==> config.mk <==
export PLATFORM = sky130hd
export DESIGN_NAME = rsc_top
export DESIGN_NICKNAME = d
export VERILOG_FILES = /design/src/shared/rsc_pkg.sv /design/src/hdl/rsc_top.sv
export SDC_FILE = /design/constraint.sdc
export NUM_CORES = 1
export LEC_CHECK = 0
export ABC_AREA = 1
export ABC_CLOCK_PERIOD_IN_PS = 1500
export BUFFER_PORTS_ARGS = -buffer_cell sky130_fd_sc_hd__buf_2
export CAP_MARGIN = 20
export CELL_PAD_IN_SITES_DETAIL_PLACEMENT = 0
export CELL_PAD_IN_SITES_GLOBAL_PLACEMENT = 1
export CORE_UTILIZATION = 39
export CTS_BUF_LIST = sky130_fd_sc_hd__clkbuf_8
export DETAILED_ROUTE_END_ITERATION = 10
export GPL_ROUTABILITY_DRIVEN = 0
export MAX_ROUTING_LAYER = met4
export PLACE_DENSITY = 0.91
export SYNTH_ARGS = -nofsm -noshare
export SYNTH_HDL_FRONTEND = slang
export SYNTH_SLANG_ARGS = --single-unit
export TNS_END_PERCENT = 1
==> constraint.sdc <==
create_clock -name clk_i -period 1.5 [get_ports clk_i]
set_input_delay 0.3 -clock clk_i [delete_from_list [all_inputs] [get_ports clk_i]]
set_output_delay 0.3 -clock clk_i [all_outputs]
set_load 0.005 [all_outputs]
==> src/shared/rsc_pkg.sv <==
// Constants and types for the reset initial state control block.
// Assumes one 10 MHz system clock and reset sources that share that clock.
`default_nettype none

package rsc_pkg;

	// System clock
	localparam int unsigned CLK_HZ = 10_000_000;

	// Widths
	localparam int unsigned REG_W = 8;
	localparam int unsigned CNT_W = 16;
	localparam int unsigned SP_W  = 3;
	localparam int unsigned SEL_W = 3;

	// Stack pointer after a power-on or normal watchdog reset (top of stack)
	localparam logic [SP_W-1:0] SP_TOP  = 3'h0;
	localparam logic [SP_W-1:0] SP_ZERO = 3'h0;

	// Initial register values for power-on and normal watchdog reset
	localparam logic [REG_W-1:0] INTC_INIT  = 8'h00;
	localparam logic [REG_W-1:0] TMR_INIT   = 8'h00;
	localparam logic [REG_W-1:0] WDTC_INIT  = 8'h53;
	localparam logic [REG_W-1:0] LVRC_INIT  = 8'h66;
	localparam logic [REG_W-1:0] PAC_INIT   = 8'hFF;
	localparam logic [REG_W-1:0] PBC_INIT   = 8'h7F;
	localparam logic [REG_W-1:0] PBC_MASK   = 8'h7F;
	localparam logic [CNT_W-1:0] CNT_ZERO   = 16'h0000;
	localparam logic [CNT_W-1:0] CNT_ONE    = 16'h0001;

	// Register selector codes of the core write port
	localparam logic [SEL_W-1:0] SEL_INTC = 3'h0;
	localparam logic [SEL_W-1:0] SEL_TMR  = 3'h1;
	localparam logic [SEL_W-1:0] SEL_WDTC = 3'h2;
	localparam logic [SEL_W-1:0] SEL_LVRC = 3'h3;
	localparam logic [SEL_W-1:0] SEL_PAC  = 3'h4;
	localparam logic [SEL_W-1:0] SEL_PBC  = 3'h5;

	// Kind of the last reset
	localparam logic [1:0] KIND_POR      = 2'h0;
	localparam logic [1:0] KIND_LVR      = 2'h1;
	localparam logic [1:0] KIND_WDT_RUN  = 2'h2;
	localparam logic [1:0] KIND_WDT_IDLE = 2'h3;

	// Sequencer phase
	typedef enum logic [1:0] {
		ST_START = 2'b01,
		ST_RUN   = 2'b10
	} rsc_phase_t;

	// Configuration registers that take per-reset-kind values
	typedef struct packed {
		logic [REG_W-1:0] intc;
		logic [REG_W-1:0] tmr;
		logic [REG_W-1:0] wdtc;
		logic [REG_W-1:0] lvrc;
		logic [REG_W-1:0] pac;
		logic [REG_W-1:0] pbc;
	} rsc_regs_t;

	localparam rsc_regs_t REGS_INIT = '{
		intc: INTC_INIT, tmr: TMR_INIT, wdtc: WDTC_INIT,
		lvrc: LVRC_INIT, pac: PAC_INIT, pbc: PBC_INIT};

	// Whole state of the block
	typedef struct packed {
		rsc_phase_t       phase;
		logic             timeout_flag;
		logic             power_down_flag;
		logic             low_power;
		logic [CNT_W-1:0] wdt_cnt;
		logic [CNT_W-1:0] tb_cnt;
		logic [SP_W-1:0]  sp;
		logic             pc_clear;
		logic [1:0]       kind;
		rsc_regs_t        regs;
	} rsc_state_t;

endpackage

`default_nettype wire

==> src/hdl/rsc_top.sv <==
// Reset initial state control: reset-cause flags and per-kind initial state.
// Assumes all event inputs come from logic on clk_i; reset_n_i is power-on.
//
// What this block does
// - Keep timeout and power-down flags, altered by sleep/watchdog.
// - Power-on reset clears both flags.
// - Low-voltage reset leaves both flags unchanged.
// - Running watchdog reset sets timeout, keeps power-down.
// - Idle/sleep watchdog reset sets both flags.
// - Power-on reset disables every interrupt source.
// - Power-on clears watchdog and time bases; watchdog counts.
// - Power-on reset switches the timer off; watchdog and time base run.
// - Power-on reset makes all I/O pins inputs.
// - Power-on reset puts stack pointer at top.
// - Registers load initial values chosen by reset kind.
// - Power-on reset starts fetch at address zero.
// - Idle watchdog reset zeroes PC, SP, watchdog count; keeps registers and time base.
`default_nettype none

module rsc_top
	import rsc_pkg::*;
(
	input  wire logic             clk_i,
	input  wire logic             reset_n_i,
	input  wire logic             lvr_reset_i,
	input  wire logic             wdt_timeout_i,
	input  wire logic             sleep_enter_i,
	input  wire logic             wake_i,
	input  wire logic             wdt_clear_i,
	input  wire logic             wr_en_i,
	input  wire logic [SEL_W-1:0] wr_sel_i,
	input  wire logic [REG_W-1:0] wr_data_i,
	output logic                  timeout_flag_o,
	output logic                  power_down_flag_o,
	output logic                  low_power_o,
	output logic                  pc_clear_o,
	output logic [SP_W-1:0]       stack_ptr_o,
	output logic [CNT_W-1:0]      wdt_count_o,
	output logic [CNT_W-1:0]      time_base_o,
	output logic [1:0]            reset_kind_o,
	output logic [REG_W-1:0]      int_enable_o,
	output logic [REG_W-1:0]      timer_ctrl_o,
	output logic [REG_W-1:0]      wdt_ctrl_o,
	output logic [REG_W-1:0]      lvr_ctrl_o,
	output logic [REG_W-1:0]      pa_dir_o,
	output logic [REG_W-1:0]      pb_dir_o
);

	////////////////////////////////////////////////////////////////////////////////
	// State

	rsc_state_t st_r;
	rsc_state_t st_nxt;

	localparam rsc_state_t ST_RESET = '{
		phase: ST_START, timeout_flag: 1'b0, power_down_flag: 1'b0,
		low_power: 1'b0, wdt_cnt: CNT_ZERO, tb_cnt: CNT_ZERO, sp: SP_TOP,
		pc_clear: 1'b1, kind: KIND_POR, regs: REGS_INIT};

	// Next counter value, wrapping
	function automatic logic [CNT_W-1:0] cnt_inc(input logic [CNT_W-1:0] c);
		cnt_inc = c + CNT_ONE;
	endfunction

	////////////////////////////////////////////////////////////////////////////////
	// Next-state logic

	logic wdt_run_rst;
	logic wdt_idle_rst;
	logic lvr_rst;
	logic any_rst;

	// Reset events; watchdog wins over low voltage in the same cycle
	assign wdt_run_rst  = wdt_timeout_i && !st_r.low_power;
	assign wdt_idle_rst = wdt_timeout_i && st_r.low_power;
	assign lvr_rst      = lvr_reset_i && !wdt_timeout_i && !st_r.low_power;
	assign any_rst      = wdt_timeout_i || lvr_rst;

	always_comb begin
		st_nxt          = st_r;
		st_nxt.phase    = ST_RUN;
		st_nxt.pc_clear = 1'b0;
		st_nxt.wdt_cnt  = cnt_inc(st_r.wdt_cnt);
		st_nxt.tb_cnt   = cnt_inc(st_r.tb_cnt);

		// Core writes to the configuration registers
		if (wr_en_i) begin
			case (wr_sel_i)
				SEL_INTC: st_nxt.regs.intc = wr_data_i;
				SEL_TMR:  st_nxt.regs.tmr  = wr_data_i;
				SEL_WDTC: st_nxt.regs.wdtc = wr_data_i;
				SEL_LVRC: st_nxt.regs.lvrc = wr_data_i;
				SEL_PAC:  st_nxt.regs.pac  = wr_data_i;
				SEL_PBC:  st_nxt.regs.pbc  = wr_data_i & PBC_MASK;
				default:  st_nxt.regs      = st_r.regs;
			endcase
		end

		// Flag updates from low-power entry and watchdog clear
		if (sleep_enter_i) begin
			st_nxt.timeout_flag    = 1'b0;
			st_nxt.power_down_flag = 1'b1;
			st_nxt.low_power       = 1'b1;
			st_nxt.wdt_cnt         = CNT_ZERO;
		end else if (wdt_clear_i) begin
			st_nxt.timeout_flag    = 1'b0;
			st_nxt.power_down_flag = 1'b0;
			st_nxt.wdt_cnt         = CNT_ZERO;
		end else if (wake_i) begin
			st_nxt.low_power = 1'b0;
		end

		// Watchdog reset while idle or asleep: most state kept
		if (wdt_idle_rst) begin
			st_nxt.timeout_flag    = 1'b1;
			st_nxt.power_down_flag = 1'b1;
			st_nxt.sp              = SP_ZERO;
			st_nxt.pc_clear        = 1'b1;
			st_nxt.regs            = st_r.regs;
			st_nxt.low_power       = 1'b0;
			st_nxt.kind            = KIND_WDT_IDLE;
		end else if (wdt_run_rst || lvr_rst) begin
			// Running watchdog and low-voltage resets share the normal values
			st_nxt.timeout_flag    = wdt_run_rst ? 1'b1 : st_r.timeout_flag;
			st_nxt.power_down_flag = st_r.power_down_flag;
			st_nxt.sp              = SP_TOP;
			st_nxt.pc_clear        = 1'b1;
			st_nxt.regs            = REGS_INIT;
			st_nxt.tb_cnt          = CNT_ZERO;
			st_nxt.kind            = wdt_run_rst ? KIND_WDT_RUN : KIND_LVR;
		end
		if (any_rst) begin
			st_nxt.wdt_cnt = CNT_ZERO;
		end
	end

	////////////////////////////////////////////////////////////////////////////////
	// State register; power-on values: flags 0, interrupts off, timer off,
	// pins inputs, stack at top, counters cleared, fetch from zero

	always_ff @(posedge clk_i or negedge reset_n_i) begin
		if (!reset_n_i) begin
			st_r <= ST_RESET;
		end else begin
			st_r <= st_nxt;
		end
	end

	////////////////////////////////////////////////////////////////////////////////
	// Outputs

	assign timeout_flag_o    = st_r.timeout_flag;
	assign power_down_flag_o = st_r.power_down_flag;
	assign low_power_o       = st_r.low_power;
	assign pc_clear_o        = st_r.pc_clear;
	assign stack_ptr_o       = st_r.sp;
	assign wdt_count_o       = st_r.wdt_cnt;
	assign time_base_o       = st_r.tb_cnt;
	assign reset_kind_o      = st_r.kind;
	assign int_enable_o      = st_r.regs.intc;
	assign timer_ctrl_o      = st_r.regs.tmr;
	assign wdt_ctrl_o        = st_r.regs.wdtc;
	assign lvr_ctrl_o        = st_r.regs.lvrc;
	assign pa_dir_o          = st_r.regs.pac;
	assign pb_dir_o          = st_r.regs.pbc;

	////////////////////////////////////////////////////////////////////////////////
	// Assertions

	property p_por_state;
		@(posedge clk_i) disable iff (!reset_n_i)
		st_r.phase == ST_START |-> !timeout_flag_o && !power_down_flag_o
			&& pc_clear_o && reset_kind_o == KIND_POR;
	endproperty
	a_por_state: assert property (p_por_state) else $error("power-on state wrong");

	property p_por_regs;
		@(posedge clk_i) disable iff (!reset_n_i)
		st_r.phase == ST_START |-> int_enable_o == INTC_INIT && timer_ctrl_o == TMR_INIT
			&& pa_dir_o == PAC_INIT && stack_ptr_o == SP_TOP;
	endproperty
	a_por_regs: assert property (p_por_regs) else $error("power-on registers wrong");

	property p_wdt_counts;
		@(posedge clk_i) disable iff (!reset_n_i)
		!(any_rst || sleep_enter_i || wdt_clear_i) |=> wdt_count_o == cnt_inc($past(wdt_count_o));
	endproperty
	a_wdt_counts: assert property (p_wdt_counts) else $error("watchdog not counting");

	property p_wdt_run;
		@(posedge clk_i) disable iff (!reset_n_i)
		wdt_run_rst |=> timeout_flag_o && power_down_flag_o == $past(power_down_flag_o)
			&& int_enable_o == INTC_INIT && reset_kind_o == KIND_WDT_RUN;
	endproperty
	a_wdt_run: assert property (p_wdt_run) else $error("running watchdog reset wrong");

	property p_wdt_idle;
		@(posedge clk_i) disable iff (!reset_n_i)
		wdt_idle_rst |=> timeout_flag_o && power_down_flag_o && stack_ptr_o == SP_ZERO
			&& pc_clear_o && !low_power_o;
	endproperty
	a_wdt_idle: assert property (p_wdt_idle) else $error("idle watchdog reset wrong");

	property p_idle_keeps;
		@(posedge clk_i) disable iff (!reset_n_i)
		wdt_idle_rst |=> pa_dir_o == $past(pa_dir_o) && wdt_ctrl_o == $past(wdt_ctrl_o);
	endproperty
	a_idle_keeps: assert property (p_idle_keeps) else $error("idle reset changed state");

	property p_lvr_flags;
		@(posedge clk_i) disable iff (!reset_n_i)
		lvr_rst |=> timeout_flag_o == $past(timeout_flag_o)
			&& power_down_flag_o == $past(power_down_flag_o) && lvr_ctrl_o == LVRC_INIT;
	endproperty
	a_lvr_flags: assert property (p_lvr_flags) else $error("low-voltage reset flags wrong");

	property p_sleep_flags;
		@(posedge clk_i) disable iff (!reset_n_i)
		sleep_enter_i && !wdt_timeout_i && !lvr_rst |=> power_down_flag_o && !timeout_flag_o
			##1 (sleep_enter_i || wdt_clear_i || any_rst || power_down_flag_o);
	endproperty
	a_sleep_flags: assert property (p_sleep_flags) else $error("sleep entry flags wrong");

	property p_pc_pulse;
		@(posedge clk_i) disable iff (!reset_n_i)
		pc_clear_o && !$past(any_rst) |-> st_r.phase == ST_START;
	endproperty
	a_pc_pulse: assert property (p_pc_pulse) else $error("stray program counter clear");

endmodule

`default_nettype wire

==> impl_metrics.csv, run 1 <==
group,metric,value,unit
outcome,outcome,"finished clean",
global_routing,grt_max_degree,31,
synth,ys_seq_area_share,55.65,%
worst_setup_path,worst-path-max-fanout,16,
die,die_y,101.7,µm
final_layout,n_antenna_cell,0,
global_routing,grtUsageTotal,20.45,%
sta,finalCritPeriodShare,92.08,%
route,wl_per_cell,13.38,µm
synth,yosys.area_share.simple,23.18,%
sta,setup_slack,118.7,ps
sta,hold_ws,112.3,ps
die,initial_core_util,40.03,%
sta,rsz0062_at_grt,"true",
synth,avgSynthCellArea,8.445,µm²
route,vias_per_cell,4.724,
sta,skew,12.79,ps
clock_network,cts.sinks,85,
worst_setup_path,crit_type,"reg2reg",
synth,synth.top_cell.area_share,39.38,%
die,die_area,10340,µm²
die,die_w,101.7,µm
power_and_ir_drop,power.leakage,0.002396,µW
die,num_rows,36,
die,coreArea,9684,µm²
route,antenna_left,0,
sta,post-route-min-period,1381,ps
worst_setup_path,start_kind,"flop",
sta,fmax,724.0,MHz
route,drcViolationCount,0,
min_path,hold_class,"in2reg",
placed_design,dp_hpwl,7.206,mm
synth,ys_types,30,
job,maxCapViolCount,0,
sta,slew_viol_final,0,
power_and_ir_drop,power.total,5623,µW
synth,synthArstFlopShare,100.0,%
power_and_ir_drop,ir_drop,661.3,µV
clock_network,clk_pin_slew_worst_paths,80,ps
worst_setup_path,cp-end-kind,"flop",
synth,synth_fa_ha_area_share,0.6456,%
clock_network,cts_root_buf,"clkbuf_8",
final_layout,final_cell_mix,"buf_2 (102), nand2_1 (96), nor2_1 (77), dfrtp_1 (60), inv_1 (57)",
worst_setup_path,worstPathRequired,1730,ps
worst_setup_path,crit_arrival,1610,ps
final_layout,fillers,947,
die,io_pins,108,
final_layout,multi_input_area,1414,µm²
clock_network,cts_buffer_depth,2,
clock_network,cts_tree,"yes",
placed_design,pre_cts_slack,-14.93,ps
final_layout,final_common_cell,"buf_2",
synth,synth_edf_count,0,
final_layout,layout.nets,603,
global_routing,grt_overflow,0,
synth,synth_xor_area_share,0.2260,%
synth,synth_top_family_by_area,"simple AND/OR/NAND/NOR gates",
final_layout,register_area,2158,µm²
power_and_ir_drop,power.density,1155,nW/µm²
clock_network,insertion_delay,350,ps
final_layout,layout-drive-gt1-share,30.32,%
synth,synth_cells,459,
synth,netlist_area,3876,µm²
sta,setup_viol,0,
route,first_iter_violations,178,
synth,ys.flop_type,"dfrtp_1",
synth,synth_area_leader_cell,"dfrtp_1",
route,via_count,3401,
final_layout,utilization,50.26,%
route,drt_wl_total,9.635,mm
placed_design,placed_area,4617,µm²
route,drtPass1Iterations,4,
final_layout,design_area,4867,µm²
synth,yosys_register_bits,85,
global_routing,grt_first_pass_wirelength,15.56,mm
global_routing,antenna_found_initial,0,
synth,synth_compound_area_share,11.65,%
sta,hold_viol,0,
synth,synth_warnings,0,
clock_network,cts_buffers,9,
synth,yosys-top-cells-area,"dfrtp_1 (39%), dfstp_2 (16%), nand2_1 (9.3%), nor2_1 (7.7%), inv_1 (5.2%)",
final_layout,syn_to_final_growth,25.56,%
placed_design,port_buffers,103,
global_routing,grt_pass1_vias,3221,
clock_network,htreeDepth,3,
synth,synth_mux_area_share,0,%
-- worst paths after layout --
kind	slack [ps]	end	cells after the start	start
worst max register to register	120	lvr_ctrl_o[4]	7	low_power_o
max in group asynchronous	480	pb_dir_o[3]	3	reset_n_i
worst max-delay path	120	lvr_ctrl_o[4]	7	low_power_o
worst min register to register	480	timer_ctrl_o[1]	2	timer_ctrl_o[1]
min in group asynchronous	400	wdt_count_o[0]	2	reset_n_i
worst min-delay path	110	low_power_o	2	wake_i
-- area by class of cell --
cell class                 instances  area share (%)
sequential                        85           44.34
clock inverter                     6          0.6427
inverter                          57           4.396
clock buffer                      10           2.828
tap                              133           3.419
timing repair buffer             123           15.32
multi-input combinational        306           29.05
-- flip-flops by register name (all words and copies together) (netlist names) --
register and cells:
time_base_o 16, wdt_count_o 16, int_enable_o 8, lvr_ctrl_o 8, pa_dir_o 8, timer_ctrl_o 8
wdt_ctrl_o 8, pb_dir_o 7, reset_kind_o 2, low_power_o 1, pc_clear_o 1, power_down_flag_o 1
timeout_flag_o 1
-- layer usage --
layer / GRT usage (%) / up-vias / share of wire, %
met3: 3.934 / 8 / 5.6
met2: 32.69 / 113 / 48
met4: 6.020 / 0 / 0.84
met5: - / - / 0
li1: - / 1684 / -
met1: 26.36 / 1596 / 46
-- worst max-delay path: stages, from the launching register on --
cell and delay [ps]:
dfrtp_2 460, nand2_1 150, nand2_4 100, nor2_1 200, nor2_4 70, buf_12 150
nand2_1 50, o21ai_0 80
-- cell usage after synthesis, types with 3 or more instances --
cell / n
nand2_1: 96
nand3_1: 21
o21ai_0: 36
nand4_1: 3
nor2_1: 79
dfstp_2: 24
o21ai_1: 8
o21ai_2: 3
inv_2: 3
inv_1: 54
nor3_1: 8
buf_6: 4
dfrtp_1: 61
a21oi_1: 30
nand2_2: 3
buf_4: 9
-- what timing repair did --
item,4_1_cts,5_1_grt
gates cloned,0,0
setup buffers,0,4
resized for setup,0,6
hold buffers,1,0
endpoints found under the hold margin,18,0
pin swaps,1,3
setup endpoints to repair,1,49
-- report_power, final --
group	switching, µW	internal (µW)
Clock	795	631
Sequential	203	2720
Combinational	707	562
Total	1710	3920
-- stage by stage --
stage	std cells	setup TNS [ps]
finish	720	0
CTS	716	0
global route	720	-29.50
detailed placement	699	-42.69
global placement	699	0
floorplan	462	0
-- kinds of logic after synthesis --
kind of cell	Yosys count
xor gates and xnor gates	1
DFF	85
buffers and inverters	71
other	1
adders and majority gates	2
and+or+nand+nor	217
AOI/OAI and AO/OA	82
(Power assumes the default switching activity.)
==> inputs of run 2 (changes only) <==
- BUFFER_PORTS_ARGS: -buffer_cell sky130_fd_sc_hd__buf_2 -> not set
- CORE_UTILIZATION: 39 -> 48
- DONT_BUFFER_PORTS: not set -> 1
- PLACE_DENSITY: 0.91 -> 0.92
==> impl_metrics.csv, run 2 (synthesis results as in run 1) <==
group,metric,value,unit
outcome,outcome,"complete, but fails checks",
outcome,violations,"negative hold slack",
die,die_y,91.87,µm
clock_network,cts_root_buf,"clkbuf_8",
final_layout,design_area,4268,µm²
sta,slew_viol_final,0,
power_and_ir_drop,ir_drop,917.7,µV
worst_setup_path,crit_end,"int_enable_o[5]",
sta,setup_tns,0,ps
worst_setup_path,slowest_delay,450,ps
final_layout,layout-drive-gt1-share,15.27,%
final_layout,final_common_cell,"nand2_1",
sta,skew,9.654,ps
worst_setup_path,cp-end-kind,"flop",
global_routing,grt_pass1_vias,2945,
die,die_area,8439,µm²
worst_setup_path,worstPathCellList,"nor2_1, nor2_4, buf_4, o21ai_4, nand3_1, o21ai_0",
clock_network,insertion_delay,340,ps
placed_design,pre_cts_slack,-52.31,ps
route,vias_per_cell,5.122,
clock_network,cts_tree,"yes",
power_and_ir_drop,power.leakage,0.001896,µW
route,drt_wl_total,8.715,mm
route,first_iter_violations,126,
worst_setup_path,crit_arrival,1670,ps
clock_network,cts_buffers,9,
die,num_rows,32,
worst_setup_path,worst-path-max-fanout,16,
final_layout,n_antenna_cell,0,
global_routing,antenna_found_initial,0,
worst_setup_path,reg2reg_slack,90,ps
clock_network,clk_pin_slew_worst_paths,90,ps
sta,finalCritPeriodShare,93.86,%
sta,post-route-min-period,1408,ps
worst_setup_path,crit_type,"reg2reg",
die,coreArea,7767,µm²
worst_setup_path,worstPathRequired,1760,ps
global_routing,grt_overflow,0,
worst_setup_path,rr_endpoint,"int_enable_o[5]",
worst_setup_path,cp_slowest_cell,"dfrtp_2",
die,io_pins,108,
job,maxCapViolCount,0,
die,die_w,91.87,µm
global_routing,grtUsageTotal,22.23,%
worst_setup_path,reg2reg_depth,6,
sta,fmax,710.3,MHz
global_routing,grt_first_pass_wirelength,14.08,mm
sta,rsz0062_at_grt,"true",
worst_setup_path,startpoint,"low_power_o",
clock_network,cts_buffer_depth,2,
placed_design,dp_hpwl,6.318,mm
route,antenna_left,0,
power_and_ir_drop,power.density,1275,nW/µm²
die,initial_core_util,49.90,%
route,via_count,2971,
placed_design,placed_area,3993,µm²
placed_design,port_buffers,0,
final_layout,final_cell_mix,"nand2_1 (96), nor2_1 (77), dfrtp_1 (60), inv_1 (54), o21ai_0 (36)",
worst_setup_path,start_kind,"flop",
global_routing,grt_max_degree,86,
final_layout,layout.nets,494,
route,drtPass1Iterations,4,
final_layout,syn_to_final_growth,10.10,%
power_and_ir_drop,power.total,5441,µW
clock_network,htreeDepth,3,
sta,hold_ws,-354.6,ps
route,drcViolationCount,0,
sta,setup_slack,92.16,ps
sta,hold_viol,85,
route,wl_per_cell,15.03,µm
clock_network,cts.sinks,85,
min_path,hold_class,"in2async",
worst_setup_path,regToRegStartpoint,"low_power_o",
sta,setup_viol,0,
run 2: cell types whose count changed in the layout (fill, tap and decap cells not counted), moves of 2 or more:
cell and delta:
o21ai_4 +2, inv_6 +2, buf_4 -3, o21ai_2 -2, buf_2 -102, inv_1 -3, buf_12 -4
run 2: worst max-delay path: cells and delay by family, from the launching register on:
kind | cells | cell delay (ps)
flip-flops | 1 | 450
buffers and inverters | 1 | 150
AO/OA/AOI/OAI | 2 | 250
AND/OR/NAND/NOR | 3 | 460
run 2: report_power, final:
group	switching (µW)	internal [µW]	leakage (µW)
combinational	448	281	0.000731
sequential	314	2730	0.00106
clock	871	797	0.000106
run 2: how the worst min path moves through the flow:
| stage | from | end | depth (start not counted) |
|---|---|---|---|
| after CTS | reset_n_i | lvr_ctrl_o[4] | 0 |
| after detailed placement | reset_n_i | wdt_count_o[5] | 0 |
| after global routing | reset_n_i | wdt_count_o[10] | 0 |
| after global placement | reset_n_i | wdt_count_o[4] | 0 |
| final | reset_n_i | wdt_count_o[5] | 0 |
| after floorplan | reset_n_i | int_enable_o[0] | 0 |
run 2: final cells by class:
class | instances | area (µm²)
multi-input cells | 306 | 1429
clock buffers | 9 | 123.9
clock inverters | 7 | 81.33
well taps | 102 | 127.6
flip-flops and latches | 85 | 2158
fillers | 755 | 3500
repair buffers | 14 | 133.9
inverters | 57 | 214.0
run 2: metrics by stage:
stage	cells	util (%)
global placement	561	51.40
detailed placement	561	51.40
global route	580	54.95
floorplan	462	-
finish	580	54.95
CTS	577	54.14
run 2: timing repair:
item                       CTS  global route
setup buffers                0             3
resized for setup            1             7
setup endpoints to repair    8            38
pin swaps                    0             3
hold endpoints to repair    85            85
run 2: layer usage:
layer / vias to the layer above / track usage [%] / part of all wire, %
met5: - / - / 0
met3: 8 / 6.551 / 6.6
met4: 0 / 9.375 / 1.7
met2: 73 / 33.52 / 46
met1: 1409 / 28.01 / 45
li1: 1481 / - / -
